--- src/rtl/rts_pkg.sv ---
/*
 * shared constants, state and carrier types of the reset time-out sequencer.
 * assumes a single 10 MHz system clock and 8-bit software registers.
 */
package rts_pkg;
  // clock and time-outs
  localparam int unsigned CLK_HZ = 10_000_000;
  localparam int unsigned POWER_UP_TIMER_MS = 64;
  localparam int unsigned POWER_UP_TIMER_CYCLES_DEF = POWER_UP_TIMER_MS * (CLK_HZ / 1000);
  localparam int unsigned OST_CYCLES = 1024;
  localparam int unsigned POWER_UP_TIMER_CW = 20;
  localparam int unsigned OST_CW = 11;

  // register offsets
  localparam logic [7:0] ADDR_CORE_STATUS = 8'h03;
  localparam logic [7:0] ADDR_CAUSE = 8'h10;
  localparam logic [7:0] ADDR_IRQ_STATUS = 8'h11;
  localparam logic [7:0] ADDR_IRQ_MASK = 8'h12;

  // field positions
  localparam int unsigned CAUSE_BOR_BIT = 0;
  localparam int unsigned CAUSE_POR_BIT = 1;
  localparam int unsigned STAT_TO_BIT = 4;
  localparam int unsigned STAT_PD_BIT = 3;
  localparam int unsigned IRQ_N = 5;
  localparam int unsigned EV_POR = 0;
  localparam int unsigned EV_BOR = 1;
  localparam int unsigned EV_WDT = 2;
  localparam int unsigned EV_PIN = 3;
  localparam int unsigned EV_WAKE = 4;

  // reset values
  localparam logic [2:0] STAT_HI_RST = 3'h0;
  localparam logic [2:0] STAT_LO_RST = 3'h0;
  localparam logic [7:0] PC_LOW_RST = 8'h00;
  localparam logic [IRQ_N-1:0] IRQ_MASK_RST = 5'h00;

  // brown-out enable field codes
  localparam logic [1:0] BOE_ALWAYS = 2'h3;
  localparam logic [1:0] BOE_NO_SLEEP = 2'h2;

  typedef enum logic [2:0] {
    ST_POR, ST_POWER_UP_TIMER, ST_OST, ST_PIN, ST_RUN, ST_SLEEP, ST_WAKE
  } rts_state_e;

  typedef struct packed {
    logic [7:0] addr;
    logic [7:0] wdata;
    logic wr;
    logic rd;
  } rts_bus_req_s;

  typedef struct packed {
    logic por_flag;
    logic bor_flag;
    logic to_flag;
    logic pd_flag;
  } rts_cause_s;
endpackage

--- src/rtl/rts_timer.sv ---
/*
 * down counter for one time-out stage: loads while start is high, counts ticks.
 * assumes ticks are one-cycle pulses synchronous to clk_in.
 */
`timescale 1ns/1ps
module rts_timer #(
  parameter int unsigned CW = 11,
  parameter int unsigned COUNT = 1024
) (
  // clock and reset
  input wire logic clk_in,
  input wire logic arst_n_in,
  // control
  input wire logic start_in,
  input wire logic tick_in,
  // status
  output logic done_out
);
  if (COUNT < 1 || COUNT >= (64'd1 << CW)) begin : g_bad_count
    $error("rts_timer: COUNT does not fit CW");
  end

  logic [CW-1:0] cnt_q;

  // reload while held, then count every tick down to zero
  always_ff @(posedge clk_in or negedge arst_n_in) begin
    if (!arst_n_in) begin
      cnt_q <= '1;
    end else if (start_in) begin
      cnt_q <= CW'(COUNT);
    end else if (tick_in && cnt_q != '0) begin
      cnt_q <= cnt_q - CW'(1);
    end
  end

  assign done_out = (cnt_q == '0) && !start_in;
endmodule // rts_timer

--- src/rtl/rts_irq.sv ---
/*
 * sticky event status with write-one-to-clear and a mask onto one level interrupt.
 * assumes events are one-cycle pulses; a set in the clearing cycle wins.
 */
`timescale 1ns/1ps
module rts_irq #(
  parameter int unsigned N = 5
) (
  // clock and reset
  input wire logic clk_in,
  input wire logic arst_n_in,
  // events and software access
  input wire logic [N-1:0] event_in,
  input wire logic [N-1:0] clear_in,
  input wire logic [N-1:0] mask_in,
  // results
  output logic [N-1:0] status_out,
  output logic irq_out
);
  if (N < 1 || N > 8) begin : g_bad_n
    $error("rts_irq: N must be 1..8");
  end

  logic [N-1:0] status_q;

  // set beats clear so an event never slips through
  always_ff @(posedge clk_in or negedge arst_n_in) begin
    if (!arst_n_in) begin
      status_q <= '0;
    end else begin
      status_q <= (status_q & ~clear_in) | event_in;
    end
  end

  assign status_out = status_q;
  assign irq_out = |(status_q & mask_in);
endmodule // rts_irq

--- src/rtl/rts_sequencer.sv ---
/*
 * reset time-out sequencer and reset-cause recorder for a small 8-bit core.
 * assumes all inputs synchronous to clk_in; arst_n_in is the power-on reset.
 */
// Our own choice: the address-and-strobe port.
`timescale 1ns/1ps
module rts_sequencer #(
  parameter int unsigned POWER_UP_TIMER_CYCLES = rts_pkg::POWER_UP_TIMER_CYCLES_DEF
) (
  // clock and reset
  input wire logic clk_in,
  input wire logic arst_n_in,
  // analog detectors and pin
  input wire logic por_pulse_in,
  input wire logic brown_out_in,
  input wire logic external_reset_pin_n_in,
  input wire logic external_reset_pin_en_in,
  // configuration
  input wire logic power_up_timer_disable_in,
  input wire logic external_clock_mode_in,
  input wire logic [1:0] brown_out_enable_field_in,
  // oscillator and core events
  input wire logic osc_tick_in,
  input wire logic watchdog_timer_expired_in,
  input wire logic sleep_in,
  input wire logic wake_irq_in,
  input wire logic [7:0] pc_in,
  // register port
  input wire rts_pkg::rts_bus_req_s bus_in,
  output logic [7:0] rdata_out,
  // core control
  output logic core_reset_out,
  output logic core_sleep_out,
  output logic [7:0] program_counter_low_out,
  output logic pc_load_out,
  output logic program_counter_latch_high_clear_out,
  output logic [7:0] core_status_out,
  output logic irq_out
);
  if (POWER_UP_TIMER_CYCLES < 1 || POWER_UP_TIMER_CYCLES >= (64'd1 << rts_pkg::POWER_UP_TIMER_CW)) begin : g_bad_power_up_timer
    $error("rts_sequencer: POWER_UP_TIMER_CYCLES out of range");
  end

  rts_pkg::rts_state_e state_q, state_d;
  rts_pkg::rts_cause_s cause_q;
  logic [2:0] stat_hi_q, stat_lo_q;
  logic [7:0] pc_low_q, rdata_q;
  logic pc_load_q, latch_clr_q;
  logic [rts_pkg::IRQ_N-1:0] mask_q, irq_status, irq_event, irq_clear;
  logic bo_active, hold_pwr, pin_low, power_up_timer_done, ost_done, need_ost;
  logic ev_bor, ev_wdt_rst, ev_wdt_wake, ev_pin_run, ev_pin_sleep, ev_irq_wake, ev_sleep;
  logic wr_status, wr_cause;

  // address decode, used for reads and writes alike
  function automatic logic hit(input logic [7:0] a, input logic [7:0] off);
    return a == off;
  endfunction

  // brown-out qualified by the enable field; sleep masks it for code 10
  assign bo_active = brown_out_in && (brown_out_enable_field_in == rts_pkg::BOE_ALWAYS ||
    (brown_out_enable_field_in == rts_pkg::BOE_NO_SLEEP && state_q != rts_pkg::ST_SLEEP));
  assign hold_pwr = por_pulse_in || bo_active;
  assign pin_low = external_reset_pin_en_in && !external_reset_pin_n_in;
  assign need_ost = !external_clock_mode_in;

  // classified events, pin beats watchdog beats sleep and interrupt
  assign ev_bor = bo_active && !por_pulse_in;
  assign ev_pin_run = !hold_pwr && state_q == rts_pkg::ST_RUN && pin_low;
  assign ev_wdt_rst = !hold_pwr && state_q == rts_pkg::ST_RUN && !pin_low && watchdog_timer_expired_in;
  assign ev_sleep = !hold_pwr && state_q == rts_pkg::ST_RUN && !pin_low &&
    !watchdog_timer_expired_in && sleep_in;
  assign ev_pin_sleep = !hold_pwr && state_q == rts_pkg::ST_SLEEP && pin_low;
  assign ev_wdt_wake = !hold_pwr && state_q == rts_pkg::ST_SLEEP && !pin_low && watchdog_timer_expired_in;
  assign ev_irq_wake = !hold_pwr && state_q == rts_pkg::ST_SLEEP && !pin_low &&
    !watchdog_timer_expired_in && wake_irq_in;

  // power-up timer reloads for as long as the detectors hold reset
  rts_timer #(.CW(rts_pkg::POWER_UP_TIMER_CW), .COUNT(POWER_UP_TIMER_CYCLES)) u_power_up_timer (
    .clk_in(clk_in),
    .arst_n_in(arst_n_in),
    .start_in(state_q != rts_pkg::ST_POWER_UP_TIMER),
    .tick_in(1'b1),
    .done_out(power_up_timer_done)
  );

  // start-up counter counts oscillator cycles, not system clocks
  rts_timer #(.CW(rts_pkg::OST_CW), .COUNT(rts_pkg::OST_CYCLES)) u_ost (
    .clk_in(clk_in),
    .arst_n_in(arst_n_in),
    .start_in(state_q != rts_pkg::ST_OST && state_q != rts_pkg::ST_WAKE),
    .tick_in(osc_tick_in),
    .done_out(ost_done)
  );

  // sequence next state; detectors override everything
  always_comb begin
    state_d = state_q;
    case (state_q)
      rts_pkg::ST_POR: begin
        if (!power_up_timer_disable_in) state_d = rts_pkg::ST_POWER_UP_TIMER;
        else if (need_ost) state_d = rts_pkg::ST_OST;
        else state_d = rts_pkg::ST_PIN;
      end
      rts_pkg::ST_POWER_UP_TIMER: begin
        if (power_up_timer_done) state_d = need_ost ? rts_pkg::ST_OST : rts_pkg::ST_PIN;
      end
      rts_pkg::ST_OST: begin
        if (ost_done) state_d = rts_pkg::ST_PIN;
      end
      rts_pkg::ST_PIN: begin
        if (!pin_low) state_d = rts_pkg::ST_RUN;
      end
      rts_pkg::ST_RUN: begin
        if (ev_pin_run || ev_wdt_rst) state_d = rts_pkg::ST_PIN;
        else if (ev_sleep) state_d = rts_pkg::ST_SLEEP;
      end
      rts_pkg::ST_SLEEP: begin
        if (ev_pin_sleep) state_d = rts_pkg::ST_PIN;
        else if (ev_wdt_wake || ev_irq_wake)
          state_d = need_ost ? rts_pkg::ST_WAKE : rts_pkg::ST_RUN;
      end
      rts_pkg::ST_WAKE: begin
        if (ost_done) state_d = rts_pkg::ST_RUN;
      end
      default: state_d = rts_pkg::ST_POR;
    endcase
    if (hold_pwr) state_d = rts_pkg::ST_POR;
  end

  // state register
  always_ff @(posedge clk_in or negedge arst_n_in) begin
    if (!arst_n_in) state_q <= rts_pkg::ST_POR;
    else state_q <= state_d;
  end

  assign wr_status = bus_in.wr && hit(bus_in.addr, rts_pkg::ADDR_CORE_STATUS);
  assign wr_cause = bus_in.wr && hit(bus_in.addr, rts_pkg::ADDR_CAUSE);

  // cause flags: hardware events win over a software write in the same cycle
  always_ff @(posedge clk_in or negedge arst_n_in) begin
    if (!arst_n_in) begin
      cause_q <= '{por_flag: 1'b0, bor_flag: 1'b0, to_flag: 1'b1, pd_flag: 1'b1};
    end else begin
      if (wr_cause) begin
        cause_q.por_flag <= bus_in.wdata[rts_pkg::CAUSE_POR_BIT];
        cause_q.bor_flag <= bus_in.wdata[rts_pkg::CAUSE_BOR_BIT];
      end
      if (por_pulse_in) begin
        cause_q.por_flag <= 1'b0;
        cause_q.to_flag <= 1'b1;
        cause_q.pd_flag <= 1'b1;
      end else if (ev_bor) begin
        cause_q.bor_flag <= 1'b0;
        cause_q.to_flag <= 1'b1;
        cause_q.pd_flag <= 1'b1;
      end else if (ev_wdt_rst) begin
        cause_q.to_flag <= 1'b0;
      end else if (ev_wdt_wake) begin
        cause_q.to_flag <= 1'b0;
        cause_q.pd_flag <= 1'b0;
      end else if (ev_pin_sleep || ev_irq_wake || ev_sleep) begin
        cause_q.to_flag <= 1'b1;
        cause_q.pd_flag <= 1'b0;
      end
    end
  end

  // writable status bits; resets clear the upper three
  always_ff @(posedge clk_in or negedge arst_n_in) begin
    if (!arst_n_in) begin
      stat_hi_q <= rts_pkg::STAT_HI_RST;
      stat_lo_q <= rts_pkg::STAT_LO_RST;
    end else if (hold_pwr || ev_pin_run || ev_pin_sleep || ev_wdt_rst) begin
      stat_hi_q <= rts_pkg::STAT_HI_RST;
    end else if (wr_status) begin
      stat_hi_q <= bus_in.wdata[7:5];
      stat_lo_q <= bus_in.wdata[2:0];
    end
  end

  // program counter load: zero on resets, pc plus one on wake
  always_ff @(posedge clk_in or negedge arst_n_in) begin
    if (!arst_n_in) begin
      pc_low_q <= rts_pkg::PC_LOW_RST;
      pc_load_q <= 1'b1;
      latch_clr_q <= 1'b1;
    end else begin
      pc_load_q <= 1'b0;
      latch_clr_q <= 1'b0;
      if (hold_pwr || ev_pin_run || ev_pin_sleep || ev_wdt_rst) begin
        pc_low_q <= rts_pkg::PC_LOW_RST;
        pc_load_q <= 1'b1;
        latch_clr_q <= 1'b1;
      end else if (state_d == rts_pkg::ST_RUN &&
                   (state_q == rts_pkg::ST_SLEEP || state_q == rts_pkg::ST_WAKE)) begin
        pc_low_q <= pc_in + 8'h01;
        pc_load_q <= 1'b1;
      end
    end
  end

  assign irq_event = {state_d == rts_pkg::ST_RUN && state_q == rts_pkg::ST_WAKE || ev_irq_wake,
                      ev_pin_run || ev_pin_sleep, ev_wdt_rst || ev_wdt_wake, ev_bor, por_pulse_in};
  assign irq_clear = (bus_in.wr && hit(bus_in.addr, rts_pkg::ADDR_IRQ_STATUS)) ?
    bus_in.wdata[rts_pkg::IRQ_N-1:0] : '0;

  // event status and interrupt gating
  rts_irq #(.N(rts_pkg::IRQ_N)) u_irq (
    .clk_in(clk_in),
    .arst_n_in(arst_n_in),
    .event_in(irq_event),
    .clear_in(irq_clear),
    .mask_in(mask_q),
    .status_out(irq_status),
    .irq_out(irq_out)
  );

  // mask register
  always_ff @(posedge clk_in or negedge arst_n_in) begin
    if (!arst_n_in) mask_q <= rts_pkg::IRQ_MASK_RST;
    else if (bus_in.wr && hit(bus_in.addr, rts_pkg::ADDR_IRQ_MASK))
      mask_q <= bus_in.wdata[rts_pkg::IRQ_N-1:0];
  end

  assign core_status_out = {stat_hi_q, cause_q.to_flag, cause_q.pd_flag, stat_lo_q};

  // read data stand one cycle after the strobe only; unmapped reads zero
  always_ff @(posedge clk_in or negedge arst_n_in) begin
    if (!arst_n_in) rdata_q <= 8'h00;
    else if (!bus_in.rd) rdata_q <= 8'h00;
    else if (hit(bus_in.addr, rts_pkg::ADDR_CORE_STATUS)) rdata_q <= core_status_out;
    else if (hit(bus_in.addr, rts_pkg::ADDR_CAUSE)) rdata_q <= {6'h00, cause_q.por_flag, cause_q.bor_flag};
    else if (hit(bus_in.addr, rts_pkg::ADDR_IRQ_STATUS)) rdata_q <= {3'h0, irq_status};
    else if (hit(bus_in.addr, rts_pkg::ADDR_IRQ_MASK)) rdata_q <= {3'h0, mask_q};
    else rdata_q <= 8'h00;
  end

  assign rdata_out = rdata_q;
  // reset covers every stage before the core may run, except the wake count, which holds core_sleep_out
  assign core_reset_out = state_q == rts_pkg::ST_POR || state_q == rts_pkg::ST_POWER_UP_TIMER ||
    state_q == rts_pkg::ST_OST || state_q == rts_pkg::ST_PIN;
  assign core_sleep_out = state_q == rts_pkg::ST_SLEEP || state_q == rts_pkg::ST_WAKE;
  assign program_counter_low_out = pc_low_q;
  assign pc_load_out = pc_load_q;
  assign program_counter_latch_high_clear_out = latch_clr_q;

  // helper: oscillator ticks seen in the start-up stage
  logic [11:0] ost_seen_q;
  always_ff @(posedge clk_in or negedge arst_n_in) begin
    if (!arst_n_in) ost_seen_q <= 12'h000;
    else if (state_q != rts_pkg::ST_OST && state_q != rts_pkg::ST_WAKE) ost_seen_q <= 12'h000;
    else if (osc_tick_in) ost_seen_q <= ost_seen_q + 12'h001;
  end

  property p_power_up_timer_after_por;
    @(posedge clk_in) disable iff (!arst_n_in)
    (state_q == rts_pkg::ST_POWER_UP_TIMER && $past(state_q) != rts_pkg::ST_POWER_UP_TIMER) |->
      $past(state_q) == rts_pkg::ST_POR && !$past(hold_pwr);
  endproperty
  a_power_up_timer_after_por: assert property (p_power_up_timer_after_por) else $error("timer began early");

  property p_no_timeout;
    @(posedge clk_in) disable iff (!arst_n_in)
    (state_q == rts_pkg::ST_POR && !hold_pwr && external_clock_mode_in && power_up_timer_disable_in)
      |=> state_q == rts_pkg::ST_PIN || hold_pwr;
  endproperty
  a_no_timeout: assert property (p_no_timeout) else $error("unexpected time-out");

  property p_pin_release;
    @(posedge clk_in) disable iff (!arst_n_in)
    (state_q == rts_pkg::ST_PIN && !pin_low && !hold_pwr) |=> !core_reset_out;
  endproperty
  a_pin_release: assert property (p_pin_release) else $error("late start after pin");

  property p_ost_len;
    @(posedge clk_in) disable iff (!arst_n_in)
    ($past(state_q) == rts_pkg::ST_OST && state_q == rts_pkg::ST_PIN) |->
      $past(ost_seen_q) == 12'(rts_pkg::OST_CYCLES);
  endproperty
  a_ost_len: assert property (p_ost_len) else $error("start-up count wrong");

  property p_bor_flag;
    @(posedge clk_in) disable iff (!arst_n_in)
    ev_bor |=> !cause_q.bor_flag && cause_q.to_flag && cause_q.pd_flag;
  endproperty
  a_bor_flag: assert property (p_bor_flag) else $error("brown-out flags wrong");

  property p_por_flag_kept;
    @(posedge clk_in) disable iff (!arst_n_in)
    (!por_pulse_in && !wr_cause) |=> cause_q.por_flag == $past(cause_q.por_flag);
  endproperty
  a_por_flag_kept: assert property (p_por_flag_kept) else $error("power-on flag moved");

  property p_wdt_wake;
    @(posedge clk_in) disable iff (!arst_n_in)
    ev_wdt_wake |=> !cause_q.to_flag && !cause_q.pd_flag ##1 !core_reset_out;
  endproperty
  a_wdt_wake: assert property (p_wdt_wake) else $error("watchdog wake flags wrong");

  property p_pc_zero;
    @(posedge clk_in) disable iff (!arst_n_in)
    hold_pwr |=> program_counter_low_out == 8'h00 && pc_load_out && program_counter_latch_high_clear_out;
  endproperty
  a_pc_zero: assert property (p_pc_zero) else $error("pc not cleared");

  property p_power_up_timer_restart;
    @(posedge clk_in) disable iff (!arst_n_in)
    (state_q == rts_pkg::ST_POWER_UP_TIMER && bo_active) |=> state_q == rts_pkg::ST_POR && core_reset_out;
  endproperty
  a_power_up_timer_restart: assert property (p_power_up_timer_restart) else $error("timer not restarted");

  property p_hold_pin;
    @(posedge clk_in) disable iff (!arst_n_in)
    (pin_low && state_q != rts_pkg::ST_WAKE) |=> core_reset_out;
  endproperty
  a_hold_pin: assert property (p_hold_pin) else $error("released with pin low");

  c_power_up: cover property (@(posedge clk_in) disable iff (!arst_n_in)
    state_q == rts_pkg::ST_OST ##1 state_q == rts_pkg::ST_PIN);
  c_sleep_wake: cover property (@(posedge clk_in) disable iff (!arst_n_in)
    state_q == rts_pkg::ST_WAKE ##1 state_q == rts_pkg::ST_RUN);
  c_brown_out: cover property (@(posedge clk_in) disable iff (!arst_n_in) ev_bor);
  c_wdt_reset: cover property (@(posedge clk_in) disable iff (!arst_n_in) ev_wdt_rst);
endmodule // rts_sequencer

--- config.mk ---
export PLATFORM = sky130hd
export DESIGN_NAME = rts_sequencer
export DESIGN_NICKNAME = d
export VERILOG_FILES = /design/src/rtl/rts_pkg.sv /design/src/rtl/rts_timer.sv /design/src/rtl/rts_irq.sv /design/src/rtl/rts_sequencer.sv
export SDC_FILE = /design/constraint.sdc
export NUM_CORES = 1
export LEC_CHECK = 0
export BUFFER_PORTS_ARGS = -buffer_cell sky130_fd_sc_hd__buf_4
export CAP_MARGIN = 20
export CORE_ASPECT_RATIO = 1.25
export CORE_MARGIN = 2
export CORE_UTILIZATION = 60
export DETAILED_ROUTE_END_ITERATION = 8
export GPL_TIMING_DRIVEN = 0
export MAX_ROUTING_LAYER = met4
export PLACE_DENSITY = 0.83
export SYNTH_ARGS = -nofsm -noshare
export SYNTH_HDL_FRONTEND = slang
export SYNTH_SLANG_ARGS = --single-unit
--- constraint.sdc ---
create_clock -name clk_in -period 4.85 [get_ports clk_in]
set_input_delay 0.2425 -clock clk_in [delete_from_list [all_inputs] [get_ports clk_in]]
set_output_delay 0.2425 -clock clk_in [all_outputs]
set_load 0.02 [all_outputs]
==> results.cfg <==
[outcome]
outcome = finished clean

[drt]
drt_wl_total_um = 8470
vias = 3211
wire_per_inst_um = 15.2
drt-initial-drc-count = 224
drc = 0
drt-pass1-iter-count = 5
ant_nets = 0
viasPerCell = 5.75

[clock_network]
cts_made_buffers = 9
max-clock-path-buffers = 2
ctsHtreeMaxLevel = 3
cts_tree = built
cts.sinks = 72
cts_hold_buffers = 0
cts_root_buffer = clkbuf_8
cts_resized = 0
insertion_delay_ns = 0.34
path_clk_slew_ns = 0.07
cts_setup_buffers = 0

[logic_synthesis]
synth_top_cell_by_area = dfrtp_1
synth-compound-area-share_pct = 12.4
synth_top_flop_cell = dfrtp_1
syn_area_um2 = 3850
synth_async_sr_flop_share_pct = 100
synth_top_family_by_area = simple AND/OR/NAND/NOR gates
synth_simple_gate_area_share_pct = 23.1
synth_common_cells = 43 x nand2_1, 43 x nor2_1, 37 x dfrtp_1
syn_nets = 434
synth-xor-area-share_pct = 6.37
ys_seq_elements = 72
synth_area_leaders = dfrtp_1 24%, dfstp_2 24%, xor2_1 5.0%
yosysTopAreaCellShare_pct = 24.0
synth.mux.area_fraction_pct = 6.04
syn_inst = 391
synth_warnings = 0
ys_types = 59
synth_fa_ha_area_share_pct = 0.975
syn_area_per_cell_um2 = 9.85
synth_edf_count = 0
ys_seq_area_share_pct = 47.9

[layout]
drive_gt1_share_pct = 29.0
area_growth_pct = 20.2
fillers = 467
num_antenna_cells = 0
final_nets = 511

[sta]
fmax_mhz = 426
setup_viol = 0
timing.final.crit_share_pct = 48.4
worst_pin_slew_ns = 0.900
skew_ns = 0.0104
final.min_clock_period_ns = 2.35
rsz0062_at_grt = false
drv_slew = 0
hold_viol = 0
relSlewSlack_pct = 39.4
setup_tns_ns = 0

[floorplan]
fp.dieArea_um2 = 7080
core_um2 = 6210
die_height_um = 93.6
start_util_pct = 62.0
rows = 32
num_io_pins = 69
fp.dieW_um = 75.6

[pwr]
switchingPower_uw = 693
p_seq_share_pct = 42.9
combPwrFrac_pct = 34.5
irDropWorstVdd_uv = 353
power.density_nw_per_um2 = 411
leakage_nw = 2.01
p_int_mw = 1.21
p_clk_share_pct = 22.6
swShare_pct = 36.4
finalPower_mw = 1.90

[critical_path]
crit_path_start_kind = flip-flop
path_class = reg2reg
end_kind = flip-flop
regToRegSetupSlack_ns = 2.50
cp.arrival_ns = 2.56
rr_endpoint = program_counter_low_out[3]
cp_max_fo = 9
critical_path_required_ns = 5.06
r2r_cells = 8
reg2reg_from = u_ost.cnt_q[0]

[placed_design]
post-dp-hpwl_um = 6140
port_buffers = 66
place_congestion = 0.839

[worst_hold_path]
hp-class = in2async

[grt]
grt_pass1_wl_um = 14100
grt_overflow_total = 0
grt_pass1_vias = 3116
antenna_found_initial = 0
grtUsageTotal_pct = 26.6
grt_max_degree = 73

[run]
cap_violations = 0
==> state kept, by name, indices dropped and copies added (netlist names), 5 cells and up <==
register                 count
u_ost.cnt_q                 11
program_counter_low_out      8
u_irq.status_out             5
u_power_up_timer.cnt_q      20
mask_q                       5
rdata_out                    8
==> per-layer routing <==
| layer | track usage, % | share of wire (%) | vias to the layer above |
|---|---|---|---|
| met5 | - | 0 | - |
| met4 | 11.1 | 1.8 | 0 |
| met3 | 5.93 | 4.3 | 14 |
| met2 | 39.4 | 50 | 91 |
| met1 | 35.2 | 44 | 1552 |
| li1 | - | - | 1554 |
==> logic make-up (layout without fill, tap and decap cells) <==
group | Yosys count | count (layout)
AOI/OAI and AO/OA | 66 | 66
xor gates and xnor gates | 28 | 28
adders and majority gates | 3 | 3
buffers and inverters | 29 | 111
DFF | 72 | 72
muxes | 22 | 22
and+or+nand+nor | 171 | 171
==> worst max-delay path by stage <==
| stage | startpoint | to | slack, ns |
|---|---|---|---|
| after floorplan | state_q[1] | program_counter_low_out[2] | 2.80 |
| after global placement | u_ost.cnt_q[0] | program_counter_low_out[0] | 2.61 |
| after detailed placement | bus_in[12] | u_irq.status_out[4] | 2.50 |
| after CTS | u_ost.cnt_q[0] | program_counter_low_out[3] | 2.54 |
| after global routing | u_ost.cnt_q[0] | program_counter_low_out[2] | 2.38 |
| final | u_ost.cnt_q[0] | program_counter_low_out[3] | 2.50 |
==> area by class of cell <==
class,count,area (um2),area share (%)
multi-input cells,290,1880,40.6
flip-flops and latches,72,1850,39.9
repair buffers,66,495,10.7
clock buffers,14,164,3.54
well taps,85,106,2.30
plain buffers,16,75.1,1.62
inverters,13,48.8,1.05
clock inverters,2,12.5,0.270
==> critical path: stages (launching register included) <==
cell	delay, ns
dfstp_2	0.39
inv_1	0.05
ha_1	0.18
nor2b_1	0.38
nand4_1	0.20
a22oi_1	0.22
or4b_1	0.46
buf_4	0.20
mux2i_1	0.13
==> stage by stage <==
stage | hold slack (ns) | instance area, um2 | instances | setup slack (ns) | utilization, %
floorplan | -0.0531 | 3850 | 391 | 2.80 | -
global placement | 0.409 | 4450 | 542 | 2.61 | 71.7
detailed placement | 0.418 | 4450 | 542 | 2.50 | 71.7
CTS | 0.0452 | 4630 | 558 | 2.54 | 74.6
global route | 0.0672 | 4630 | 558 | 2.38 | 74.6
finish | 0.0203 | 4630 | 558 | 2.50 | 74.6
==> power by group through the flow <==
stage	registers (mW)	logic (mW)	clock network, mW
3_5_place_dp	0.820	0.646	0
2_1_floorplan	0.801	0.486	0
6_report	0.815	0.656	0.429
3_3_place_gp	0.817	0.621	0
5_1_grt	0.829	0.727	0.472
4_1_cts	0.812	0.651	0.439
==> layout by cell type, fill, tap and decap left out, types with 5 or more instances in the layout <==
| master | instances |
|---|---|
| buf_4 | 70 |
| nor2_1 | 43 |
| nand2_1 | 43 |
| dfrtp_1 | 37 |
| dfstp_2 | 35 |
| xor2_1 | 22 |
| clkbuf_1 | 16 |
| nand3_1 | 13 |
| inv_1 | 12 |
| a21oi_1 | 12 |
| nor3_1 | 12 |
| mux2i_1 | 12 |
| o211ai_1 | 11 |
| mux2_2 | 10 |
| nand2b_1 | 9 |
| nand4_1 | 9 |
| clkbuf_8 | 9 |
| o21ai_0 | 7 |
| xnor2_1 | 6 |
| nor4_1 | 5 |
| and3_1 | 5 |
| a21boi_0 | 5 |
| nor2b_1 | 5 |
| or3_1 | 5 |
Power figures use the tool's default switching activity.
